$ cat src/rtl/shcs_regs.vh
// Constants for the sensor host command and status port
`ifndef SHCS_REGS_VH
`define SHCS_REGS_VH
// Status byte fields
`define SHCS_ST_ZERO 7
`define SHCS_ST_POWER 6
`define SHCS_ST_BUSY 5
`define SHCS_ST_MODE_HI 4
`define SHCS_ST_MODE_LO 3
`define SHCS_ST_MEMERR 2
`define SHCS_ST_XFER 1
`define SHCS_ST_SAT 0
`define SHCS_MODE_NORMAL 2'h0
`define SHCS_MODE_CMD 2'h1
// Command codes
`define SHCS_CMD_RAW_BASE 8'hA0
`define SHCS_CMD_RAW_MASK 8'hF8
`define SHCS_CMD_NOP_BASE 8'hF0
`define SHCS_CMD_NOP_MASK 8'hF0
`define SHCS_CMD_RD_MAX 8'h17
`define SHCS_CMD_MST_BASE 8'h20
`define SHCS_CMD_MST_MAX 8'h37
`define SHCS_CMD_WR_BASE 8'h40
`define SHCS_CMD_WR_MAX 8'h57
`define SHCS_CMD_PAGE_INC 8'h5E
`define SHCS_CMD_START_NOM 8'hA8
`define SHCS_CMD_START_CM 8'hA9
`define SHCS_CMD_MEASURE 8'hAC
// Interface configuration word fields
`define SHCS_CFG_CPOL 11
`define SHCS_CFG_CPHA 10
`define SHCS_CFG_SSPOL 9
`define SHCS_TEMP_SETUP_MSB 12
`define SHCS_LAST_PAGE 2'h3
// Conversion type encoding on the measurement request
`define SHCS_CONV_BRIDGE 2'h0
`define SHCS_CONV_BRIDGE_AZ 2'h1
`define SHCS_CONV_TEMP 2'h2
`define SHCS_CONV_TEMP_AZ 2'h3
`endif

$ cat src/rtl/shcs_port.v
// Command interpreter and status front end of the sensor conditioner
`timescale 1ns/100ps
`include "shcs_regs.vh"
module shcs_port (
	input wire clock,
	input wire rst_n,
	input wire clk_en,
	input wire if_sel,
	input wire spi_sclk,
	input wire spi_ss,
	input wire spi_mosi,
	output wire spi_miso,
	output wire spi_miso_oe,
	input wire [15:0] if_config_word,
	input wire [15:0] bridge_setup_word,
	input wire integrity_fail,
	output reg meas_req,
	output reg [1:0] meas_type,
	output reg meas_use_host_setup,
	output reg [15:0] meas_setup,
	output reg meas_full,
	input wire meas_done,
	input wire [15:0] meas_data,
	input wire meas_saturated,
	output reg mem_req,
	output reg mem_write,
	output reg mem_status_query,
	output reg [4:0] mem_addr,
	output reg [15:0] mem_wdata,
	output reg page_inc_req,
	input wire mem_done,
	input wire [15:0] mem_rdata,
	input wire mem_corrected,
	input wire mem_reject,
	output reg [1:0] mode_reg,
	output reg eoc_reg,
	output wire i2c_mode,
	output wire [7:0] response_status_byte,
	output reg [15:0] response_data_reg,
	output reg cmd_seen
);
	// ==========================================
	// Pin synchronisers
	// ==========================================
	wire [3:0] pins_s;
	shcs_sync #(.WIDTH(4)) u_sync (
		.clock(clock),
		.rst_n(rst_n),
		.clk_en(clk_en),
		.async_in({if_sel, spi_sclk, spi_ss, spi_mosi}),
		.sync_out(pins_s)
	);
	wire sel_s = pins_s[3];
	assign i2c_mode = sel_s;
	// ==========================================
	// Serial shifter
	// ==========================================
	wire sel_active;
	wire frame_start;
	wire frame_end;
	wire [23:0] rx_word;
	wire [4:0] rx_count;
	wire miso_bit;
	shcs_spi_shift u_shift (
		.clock(clock),
		.rst_n(rst_n),
		.clk_en(clk_en),
		.sclk_s(pins_s[2]),
		.ss_s(pins_s[1]),
		.mosi_s(pins_s[0]),
		.cpol(if_config_word[`SHCS_CFG_CPOL]),
		.cpha(if_config_word[`SHCS_CFG_CPHA]),
		.ss_active_high(if_config_word[`SHCS_CFG_SSPOL]),
		.tx_word({response_status_byte, response_data_reg}),
		.miso_reg(miso_bit),
		.sel_active(sel_active),
		.frame_start(frame_start),
		.frame_end(frame_end),
		.rx_reg(rx_word),
		.rx_count_reg(rx_count)
	);
	assign spi_miso = miso_bit;
	assign spi_miso_oe = ~sel_s & sel_active;
	// ==========================================
	// Status flags
	// ==========================================
	reg busy_reg;
	reg memerr_reg;
	reg memerr_taken_reg;
	reg xfer_reg;
	reg sat_reg;
	reg data_valid_reg;
	assign response_status_byte = {1'b0, 1'b1, busy_reg, mode_reg, memerr_reg,
		xfer_reg, sat_reg};
	// ==========================================
	// Command decode
	// ==========================================
	localparam ST_IDLE = 3'b001;
	localparam ST_MEAS = 3'b010;
	localparam ST_MEM = 3'b100;
	reg [2:0] state_reg;
	wire [7:0] cmd = rx_word[23:16];
	wire [15:0] arg = rx_word[15:0];
	wire is_nop = (cmd & `SHCS_CMD_NOP_MASK) == `SHCS_CMD_NOP_BASE;
	wire is_raw = (cmd & `SHCS_CMD_RAW_MASK) == `SHCS_CMD_RAW_BASE;
	wire is_cmd_mode = mode_reg == `SHCS_MODE_CMD;
	wire is_rd = cmd <= `SHCS_CMD_RD_MAX;
	wire is_mst = cmd >= `SHCS_CMD_MST_BASE && cmd <= `SHCS_CMD_MST_MAX;
	wire is_wr = cmd >= `SHCS_CMD_WR_BASE && cmd <= `SHCS_CMD_WR_MAX;
	// Command taken at frame end once the command byte has fully arrived
	wire cmd_valid = frame_end && !sel_s && rx_count >= 5'h08;
	wire [7:0] cmd_one = rx_count >= 5'h18 ? cmd : rx_word[7:0];
	wire [15:0] arg_use = rx_count >= 5'h18 ? arg : 16'h0000;
	wire [4:0] cmd_addr = cmd_one[4:0];
	wire [15:0] temp_setup = {3'b000, arg_use[`SHCS_TEMP_SETUP_MSB:0]};
	always @(posedge clock) begin
		if (!rst_n) begin
			state_reg <= ST_IDLE;
			busy_reg <= 1'b0;
			mode_reg <= `SHCS_MODE_CMD;
			memerr_reg <= 1'b0;
			memerr_taken_reg <= 1'b0;
			xfer_reg <= 1'b0;
			sat_reg <= 1'b0;
			data_valid_reg <= 1'b0;
			response_data_reg <= 16'h0000;
			eoc_reg <= 1'b0;
			meas_req <= 1'b0;
			meas_type <= `SHCS_CONV_BRIDGE;
			meas_use_host_setup <= 1'b0;
			meas_setup <= 16'h0000;
			meas_full <= 1'b0;
			mem_req <= 1'b0;
			mem_write <= 1'b0;
			mem_status_query <= 1'b0;
			mem_addr <= 5'h00;
			mem_wdata <= 16'h0000;
			page_inc_req <= 1'b0;
			cmd_seen <= 1'b0;
		end else if (clk_en) begin
			meas_req <= 1'b0;
			mem_req <= 1'b0;
			page_inc_req <= 1'b0;
			cmd_seen <= 1'b0;
			if (!memerr_taken_reg) begin
				memerr_reg <= integrity_fail;
				memerr_taken_reg <= 1'b1;
			end
			case (state_reg)
			ST_IDLE: begin
				// Busy gate: frames while busy are dropped
				if (cmd_valid && !busy_reg && !(cmd_one[7:4] == 4'hF)) begin
					cmd_seen <= 1'b1;
					data_valid_reg <= 1'b0;
					response_data_reg <= 16'h0000;
					if ((cmd_one & `SHCS_CMD_RAW_MASK) == `SHCS_CMD_RAW_BASE) begin
						meas_type <= cmd_one[2:1];
						meas_use_host_setup <= cmd_one[0];
						if (!cmd_one[0])
							meas_setup <= bridge_setup_word;
						else if (cmd_one[2])
							meas_setup <= temp_setup;
						else
							meas_setup <= arg_use;
						meas_full <= 1'b0;
						meas_req <= 1'b1;
						eoc_reg <= 1'b0;
						busy_reg <= 1'b1;
						state_reg <= ST_MEAS;
					end else if (cmd_one == `SHCS_CMD_MEASURE) begin
						meas_full <= 1'b1;
						meas_req <= 1'b1;
						eoc_reg <= 1'b0;
						busy_reg <= 1'b1;
						state_reg <= ST_MEAS;
					end else if (cmd_one == `SHCS_CMD_START_NOM && is_cmd_mode) begin
						mode_reg <= `SHCS_MODE_NORMAL;
					end else if (cmd_one == `SHCS_CMD_START_CM && !is_cmd_mode) begin
						mode_reg <= `SHCS_MODE_CMD;
					end else if (cmd_one == `SHCS_CMD_PAGE_INC && is_cmd_mode) begin
						page_inc_req <= 1'b1;
						mem_write <= 1'b1;
						busy_reg <= 1'b1;
						state_reg <= ST_MEM;
					end else if (cmd_one <= `SHCS_CMD_RD_MAX
						|| (cmd_one >= `SHCS_CMD_MST_BASE && cmd_one <= `SHCS_CMD_MST_MAX)
						|| (is_cmd_mode && cmd_one >= `SHCS_CMD_WR_BASE
						&& cmd_one <= `SHCS_CMD_WR_MAX)) begin
						mem_req <= 1'b1;
						mem_write <= cmd_one[6];
						mem_status_query <= cmd_one[5];
						mem_addr <= cmd_addr;
						mem_wdata <= arg_use;
						busy_reg <= 1'b1;
						state_reg <= ST_MEM;
					end
				end
			end
			ST_MEAS: begin
				if (meas_done) begin
					response_data_reg <= meas_data;
					sat_reg <= meas_saturated;
					data_valid_reg <= 1'b1;
					busy_reg <= 1'b0;
					eoc_reg <= 1'b1;
					state_reg <= ST_IDLE;
				end
			end
			ST_MEM: begin
				if (mem_done) begin
					if (mem_write) begin
						xfer_reg <= mem_reject;
					end else begin
						xfer_reg <= mem_corrected;
						response_data_reg <= mem_rdata;
						data_valid_reg <= 1'b1;
					end
					busy_reg <= 1'b0;
					state_reg <= ST_IDLE;
				end
			end
			default: begin
				busy_reg <= 1'b0;
				state_reg <= ST_IDLE;
			end
			endcase
		end
	end
	// No-operation frames leave response_data_reg untouched, so it repeats
	wire unused_ok = is_nop | is_raw | is_rd | is_mst | is_wr | data_valid_reg;
endmodule // shcs_port

$ cat src/rtl/shcs_spi_shift.v
// SPI slave shifter: mode 0..3 and select polarity, 24-bit frames
`timescale 1ns/100ps
module shcs_spi_shift (
	input wire clock,
	input wire rst_n,
	input wire clk_en,
	input wire sclk_s,
	input wire ss_s,
	input wire mosi_s,
	input wire cpol,
	input wire cpha,
	input wire ss_active_high,
	input wire [23:0] tx_word,
	output reg miso_reg,
	output wire sel_active,
	output reg frame_start,
	output reg frame_end,
	output reg [23:0] rx_reg,
	output reg [4:0] rx_count_reg
);
	reg sclk_prev_reg;
	reg sel_prev_reg;
	reg [23:0] tx_sh_reg;
	reg [1:0] warm_reg;
	wire sclk_n;
	wire lead_edge;
	wire trail_edge;
	wire sample_edge;
	wire shift_edge;
	assign sel_active = ss_active_high ? ss_s : ~ss_s;
	assign sclk_n = sclk_s ^ cpol;
	assign lead_edge = sclk_n & ~sclk_prev_reg;
	assign trail_edge = ~sclk_n & sclk_prev_reg;
	assign sample_edge = cpha ? trail_edge : lead_edge;
	assign shift_edge = cpha ? lead_edge : trail_edge;
	always @(posedge clock) begin
		if (!rst_n) begin
			sclk_prev_reg <= 1'b0;
			sel_prev_reg <= 1'b0;
			warm_reg <= 2'h0;
			tx_sh_reg <= 24'h00_0000;
			miso_reg <= 1'b0;
			frame_start <= 1'b0;
			frame_end <= 1'b0;
			rx_reg <= 24'h00_0000;
			rx_count_reg <= 5'h00;
		end else if (clk_en) begin
			sclk_prev_reg <= sclk_n;
			sel_prev_reg <= sel_active;
			// Synchronisers hold reset values for two cycles: no edges until they settle
			if (warm_reg != 2'h3) begin
				warm_reg <= warm_reg + 2'h1;
				frame_start <= 1'b0;
				frame_end <= 1'b0;
			end else begin
			frame_start <= sel_active & ~sel_prev_reg;
			frame_end <= ~sel_active & sel_prev_reg;
			if (sel_active & ~sel_prev_reg) begin
				tx_sh_reg <= {tx_word[22:0], 1'b0};
				miso_reg <= tx_word[23];
				rx_count_reg <= 5'h00;
			end else if (sel_active) begin
				if (sample_edge) begin
					rx_reg <= {rx_reg[22:0], mosi_s};
					if (rx_count_reg != 5'h18)
						rx_count_reg <= rx_count_reg + 5'h01;
				end
				if (shift_edge && !(cpha && rx_count_reg == 5'h00)) begin
					miso_reg <= tx_sh_reg[23];
					tx_sh_reg <= {tx_sh_reg[22:0], 1'b0};
				end
			end
			end
		end
	end
endmodule // shcs_spi_shift

$ cat src/rtl/shcs_sync.v
// Two flip-flop synchroniser for a group of pin inputs
`timescale 1ns/100ps
module shcs_sync #(
	parameter WIDTH = 4
) (
	input wire clock,
	input wire rst_n,
	input wire clk_en,
	input wire [WIDTH-1:0] async_in,
	output reg [WIDTH-1:0] sync_out
);
	reg [WIDTH-1:0] meta_reg;
	always @(posedge clock) begin
		if (!rst_n) begin
			meta_reg <= {WIDTH{1'b0}};
			sync_out <= {WIDTH{1'b0}};
		end else if (clk_en) begin
			meta_reg <= async_in;
			sync_out <= meta_reg;
		end
	end
endmodule // shcs_sync
$ cat config.mk
export PLATFORM = sky130hd
export DESIGN_NAME = shcs_port
export DESIGN_NICKNAME = d
export VERILOG_FILES = /design/src/rtl/shcs_port.v /design/src/rtl/shcs_spi_shift.v /design/src/rtl/shcs_sync.v
export VERILOG_INCLUDE_DIRS = /design/src /design/src/rtl
export SDC_FILE = /design/constraint.sdc
export NUM_CORES = 1
export LEC_CHECK = 0
export ABC_AREA = 1
export BUFFER_PORTS_ARGS = -buffer_cell sky130_fd_sc_hd__clkbuf_2
export CAP_MARGIN = 20
export CORE_MARGIN = 10
export CORE_UTILIZATION = 49
export DETAILED_ROUTE_END_ITERATION = 10
export PLACE_DENSITY = 0.82
export SYNTH_ARGS = -nofsm -noshare
export SYNTH_HDL_FRONTEND = slang
export SYNTH_HIERARCHICAL = 1
export SYNTH_SLANG_ARGS = --single-unit
$ cat constraint.sdc
create_clock -name clock -period 1.9 [get_ports clock]
set_clock_uncertainty 0.2 [all_clocks]
set_input_delay 0.285 -clock clock [delete_from_list [all_inputs] [get_ports clock]]
set_output_delay 0.285 -clock clock [all_outputs]
set_load 0.03 [all_outputs]
Word-level counts from Yosys, hierarchy flattened. Cells that the tools add are included.

Add/subtract/negate cells: 2. Order comparisons: 7. Multiplexer cells: 76. Bitwise logic cells: 20. Reductions and logical operators: 44. Equality and inequality tests: 20.

Operators by type and width (count): $mux 16 (7); $mux 24 (3); $pmux 16 s3 (1); $mux 1 (46); $mux 3 (9); $eq 8x8->1 const B (3); $mux 5 (4); $reduce_bool 2->1 (8); $reduce_and 5->1 (3); $not 1->1 (14); $logic_and 1x1->1 (12); $reduce_and 4->1 (3); $reduce_and 6->1 (2); $ne 2x2->1 const B (5); $ne 5x5->1 const B (2); $pmux 3 s3 (1); $reduce_and 9->1 (1); $eq 8x7->1 const B (1); $ge 8x6->1 const B (1); $ge 8x7->1 const B (1); $le 8x5->1 const B (1); $le 8x6->1 const B (1); $le 8x7->1 const B (1); $mux 8 (1); 25 further kinds (38).

Bits in registers: 141. Bits of input ports: 77.

Longest topological paths before layout.
Depth in word-level cells: 14. Depth in mapped cells: 15.

Cells and area by module. The synthesis kept the hierarchy.

By module, submodules not included: shcs_port (area each 3659.8 um2, cells each 503, sequential area each 1461.4 um2, instances 1); shcs_spi_shift (area each 2884.0 um2, cells each 438, sequential area each 1181.1 um2, instances 1); shcs_sync (area each 356.6 um2, cells each 51, sequential area each 160.2 um2, instances 1).

Least setup slack after synthesis. OpenSTA, ideal clock, no wires.

Path type: reg-to-reg. From: reg u_shift.rx_count_reg[3]. To: reg mem_addr[1]. Path slack: -131 ps. Data required time: 1584 ps. Library setup time: 116 ps. Arrival: 1715 ps. Stages on the path, launching flop included: 14. Period minus slack after synthesis: 2031 ps. Path buffers: 2. Cell sequence: dfxtp_1 > nand2_2 > buf_6 > nand2_1 > nand2_2 > nand2_1 > nor2_1 > nand2_2 > nand2_4 > nor2_4 > nand3_4 > buf_6 > a21oi_1 > nor2_1.

Word-level cells in the longest chain between the ends: 7. Elaborated cells between the ends (all ways): 32. Classes of those cells: order compare (7); eq/ne (6); mux (1); bitwise (5); reduce/logical (13).

Ends and longest elaborated chain: from (decl) (RTL line shcs_spi_shift.v:19) `output reg [4:0] rx_count_reg`; from (signal assigned) (RTL line shcs_spi_shift.v:66) `rx_count_reg <= rx_count_reg + 5'h01;`; $ge 5x5->1 (RTL line shcs_port.v:112) `wire [7:0] cmd_one = rx_count >= 5'h18 ? cmd : rx_word[7:0];`; $mux 8 (RTL line shcs_port.v:112); $ge 8x6->1 (no line) (tied with other cells); $logic_and 1x1->1 (no line); $logic_or 1x1->1 or $logic_and 1x1->1 (tied branches); $logic_or 1x1->1 (RTL line shcs_port.v:185) `` end else if (cmd_one <= `SHCS_CMD_RD_MAX ``; $reduce_and 9->1 (no line); to (signal assigned) (RTL line shcs_port.v:192) `mem_addr <= cmd_addr;`; to (decl) (RTL line shcs_port.v:28) `output reg [4:0] mem_addr,`.

Parallel ways exist; a longest one is shown, timed or not. A chain may end at the register's enable or synchronous reset.

Final worst setup path.
From: reg u_shift.rx_count_reg[3]. To: reg meas_setup[1].

Word-level cells in the longest chain between the ends: 6. Elaborated cells between the ends (all ways): 13. Classes of those cells: order compare (2); eq/ne (2); mux (4); reduce/logical (5).

Ends and longest elaborated chain: $ge 5x5->1 (RTL line shcs_port.v:112, shcs_port.v:113); $mux 8 (RTL line shcs_port.v:112); $eq 4x4->1 (RTL line shcs_port.v:152) `if (cmd_valid && !busy_reg && !(cmd_one[7:4] == 4'hF)) begin`; $logic_not 1->1 (RTL line shcs_port.v:152); $logic_and 1x1->1 (RTL line shcs_port.v:152); $reduce_and 4->1 (no line); to (signal assigned) (RTL line shcs_port.v:160) `meas_setup <= bridge_setup_word;`; to (signal assigned) (RTL line shcs_port.v:162) `meas_setup <= temp_setup;`; to (signal assigned) (RTL line shcs_port.v:164) `meas_setup <= arg_use;`; to (decl) (RTL line shcs_port.v:20) `output reg [15:0] meas_setup,`.

Parallel ways exist; a longest one is shown, timed or not.

==> results.md <==
- Max incr delay on CP: 0.41 ns
- Remaining global-route overflow: 0
- P per Cell Area: 749 nW/um2
- Fill cells: 990
- Maximum vdd drop: 586 uV
- Max-Cap Viols: 0
- Most frequent CP cell: nand2_2
- Clock Tree Root: clkbuf_16
- Die Area: 19200 um2
- Total power: 7.26 mW
- DR pass1 iterations: 5
- Worst EP required: 2.00 ns
- Outcome: complete, but fails checks
- Final worst-path cycle share: 1.11
- Startpoint Class: register
- Max Slew Vio Count: 0
- Initial antenna violation count: 0
- Area grow syn2layout: 41.0%
- Static leakage: 4.41 nW
- FF+latch area: 2790 um2
- All-Layer GR Usage: 0.215
- Final min period: 2.12 ns
- Hold Fails Final Rpt: 0
- Slew HR: 0.664
- Cells after Synth: 989
- ANT cells: 0
- Slew @ Worst Pin: 0.504 ns
- Avg Inst Size Synth: 6.95 um2
- Clk slew on worst S/H paths: 0.06 ns
- Max reg flops: 24
- Area of the multi-input gates: 3630 um2
- FP Rows: 43
- DP Cell Count: 1313
- Starting Density: 0.497
- Final WL: 23.0 mm
- Detailed placer's ending HPWL: 13.5 mm
- First DRT Iteration DRCs: 721
- Core area: 13800 um2
- DR WL/cell: 16.3 um
- Hold path cells: 3
- Failing checks: negative setup slack
- Post-Layout Cell Count: 1412
- Share of cells above drive strength 1: 0.310
- Beginning of the critical path: u_shift/rx_count_reg[3]
- Commonest non-fill, non-tap cell in the layout: nand2_1
- Reg-to-reg startpoint: u_shift/rx_count_reg[3]
- Slowest library cell on the worst path: dfxtp_4
- Post-synth design cell area: 6870 um2
- Worst Setup Path Type: reg -> reg
- Num CTS Buffers: 17
- Number of global-route vias before repair: 7070
- Vias per cell: 5.31
- # setup viols final: 67
- Critical Path Fanout Max: 7
- DR DRC count: 0
- DRT antenna net count: 0
- Synth warn: 6
- Largest net degree at the start of global routing: 60
- CTS max path bufs: 2
- Die X: 138 um
- Clk sinks: 139
- CP Capture Type: register
- Die Ht: 138 um
- Setup Total Neg Slack: -10.55 ns
- FMAX: 0.472 GHz
- Clock Latency Late Sink: 0.44 ns
- CTS tree: yes
- Arr. time, crit path: 2.22 ns
- Crit path cell chain: nand2_8 > buf_6 > nand2_2 > nand2_2 > nor2_2 > nand2_2 > nand4_4 > buf_6 > nor2_4 > buf_12 > buf_12 > buf_16 > o21ai_2 > a21oi_1
- Final #Nets: 1299
- Via count: 7496
- Reg2Reg Depth: 14
- Max H-tree Level: 4
- I/O Buffers: 136
- Hold Startpoint: mem_reject
- Final critical-path setup slack: -0.218 ns
- RSZ-0062 raised after global routing: yes
- Commonest cells after routing, fill and taps aside: nand2_1, nor2_1, dfxtp_1
- First-pass GRT wire length: 34.4 mm
- Worst min-delay path class: in -> reg
- Ports: 154
- GPL Wtd Cong: 0.925
- Util after Layout: 0.701
==> through the flow <==
stage / setup slack, ns / cell area (um2) / hold slack [ns]
2_1_floorplan: -0.0470 / 6900 / 0.229
3_3_place_gp: -0.111 / 7950 / 0.248
3_5_place_dp: -0.195 / 7950 / 0.253
4_1_cts: -0.129 / 9250 / 0.0109
5_1_grt: -0.325 / 9690 / 0.0486
6_report: -0.218 / 9690 / 0.0117
==> final timing paths <==
| kind | end | slack (ns) |
|---|---|---|
| max reg2reg | meas_setup[1] | -0.22 |
| min | xfer_reg | 0.01 |
| max | meas_setup[1] | -0.22 |
| min reg2reg | response_data_reg[10] | 0.26 |
==> final cells by class <==
cell class              instances  share of cell area
clock inverters                11              0.0149
multi-input cells             696               0.374
flip-flops and latches        139               0.288
well taps                     180              0.0232
repair buffers                261               0.211
clock buffers                  21              0.0475
inverters                     104              0.0403
==> power breakdown <==
group	switching (mW)	internal (mW)
sequential	0.0520	2.98
clock	1.28	2.13
combinational	0.498	0.318
total	1.84	5.43
==> critical path, delay by kind of cell (launching register included) <==
kind	cells	cell delay [ns]
buffers and inverters	5	0.66
and+or+nand+nor	7	0.54
DFF	1	0.41
AOI/OAI and AO/OA	2	0.16
==> what timing repair did <==
action	CTS	global route
cloned	10	8
resized for setup	74	83
hold buffers	26	0
buffers inserted	16	10
pin swaps	22	36
hold endpoints to repair	26	0
setup endpoints to repair	66	90
==> layer usage <==
| metal | share of wire | vias to the layer above | GRT usage |
|---|---|---|---|
| met5 | 0 | - | 0 |
| li1 | - | 3599 | - |
| met2 | 0.50 | 351 | 0.373 |
| met3 | 0.082 | 84 | 0.0637 |
| met1 | 0.38 | 3462 | 0.236 |
| met4 | 0.039 | 0 | 0.0966 |
No activity file was read; power rests on OpenSTA's default activity.
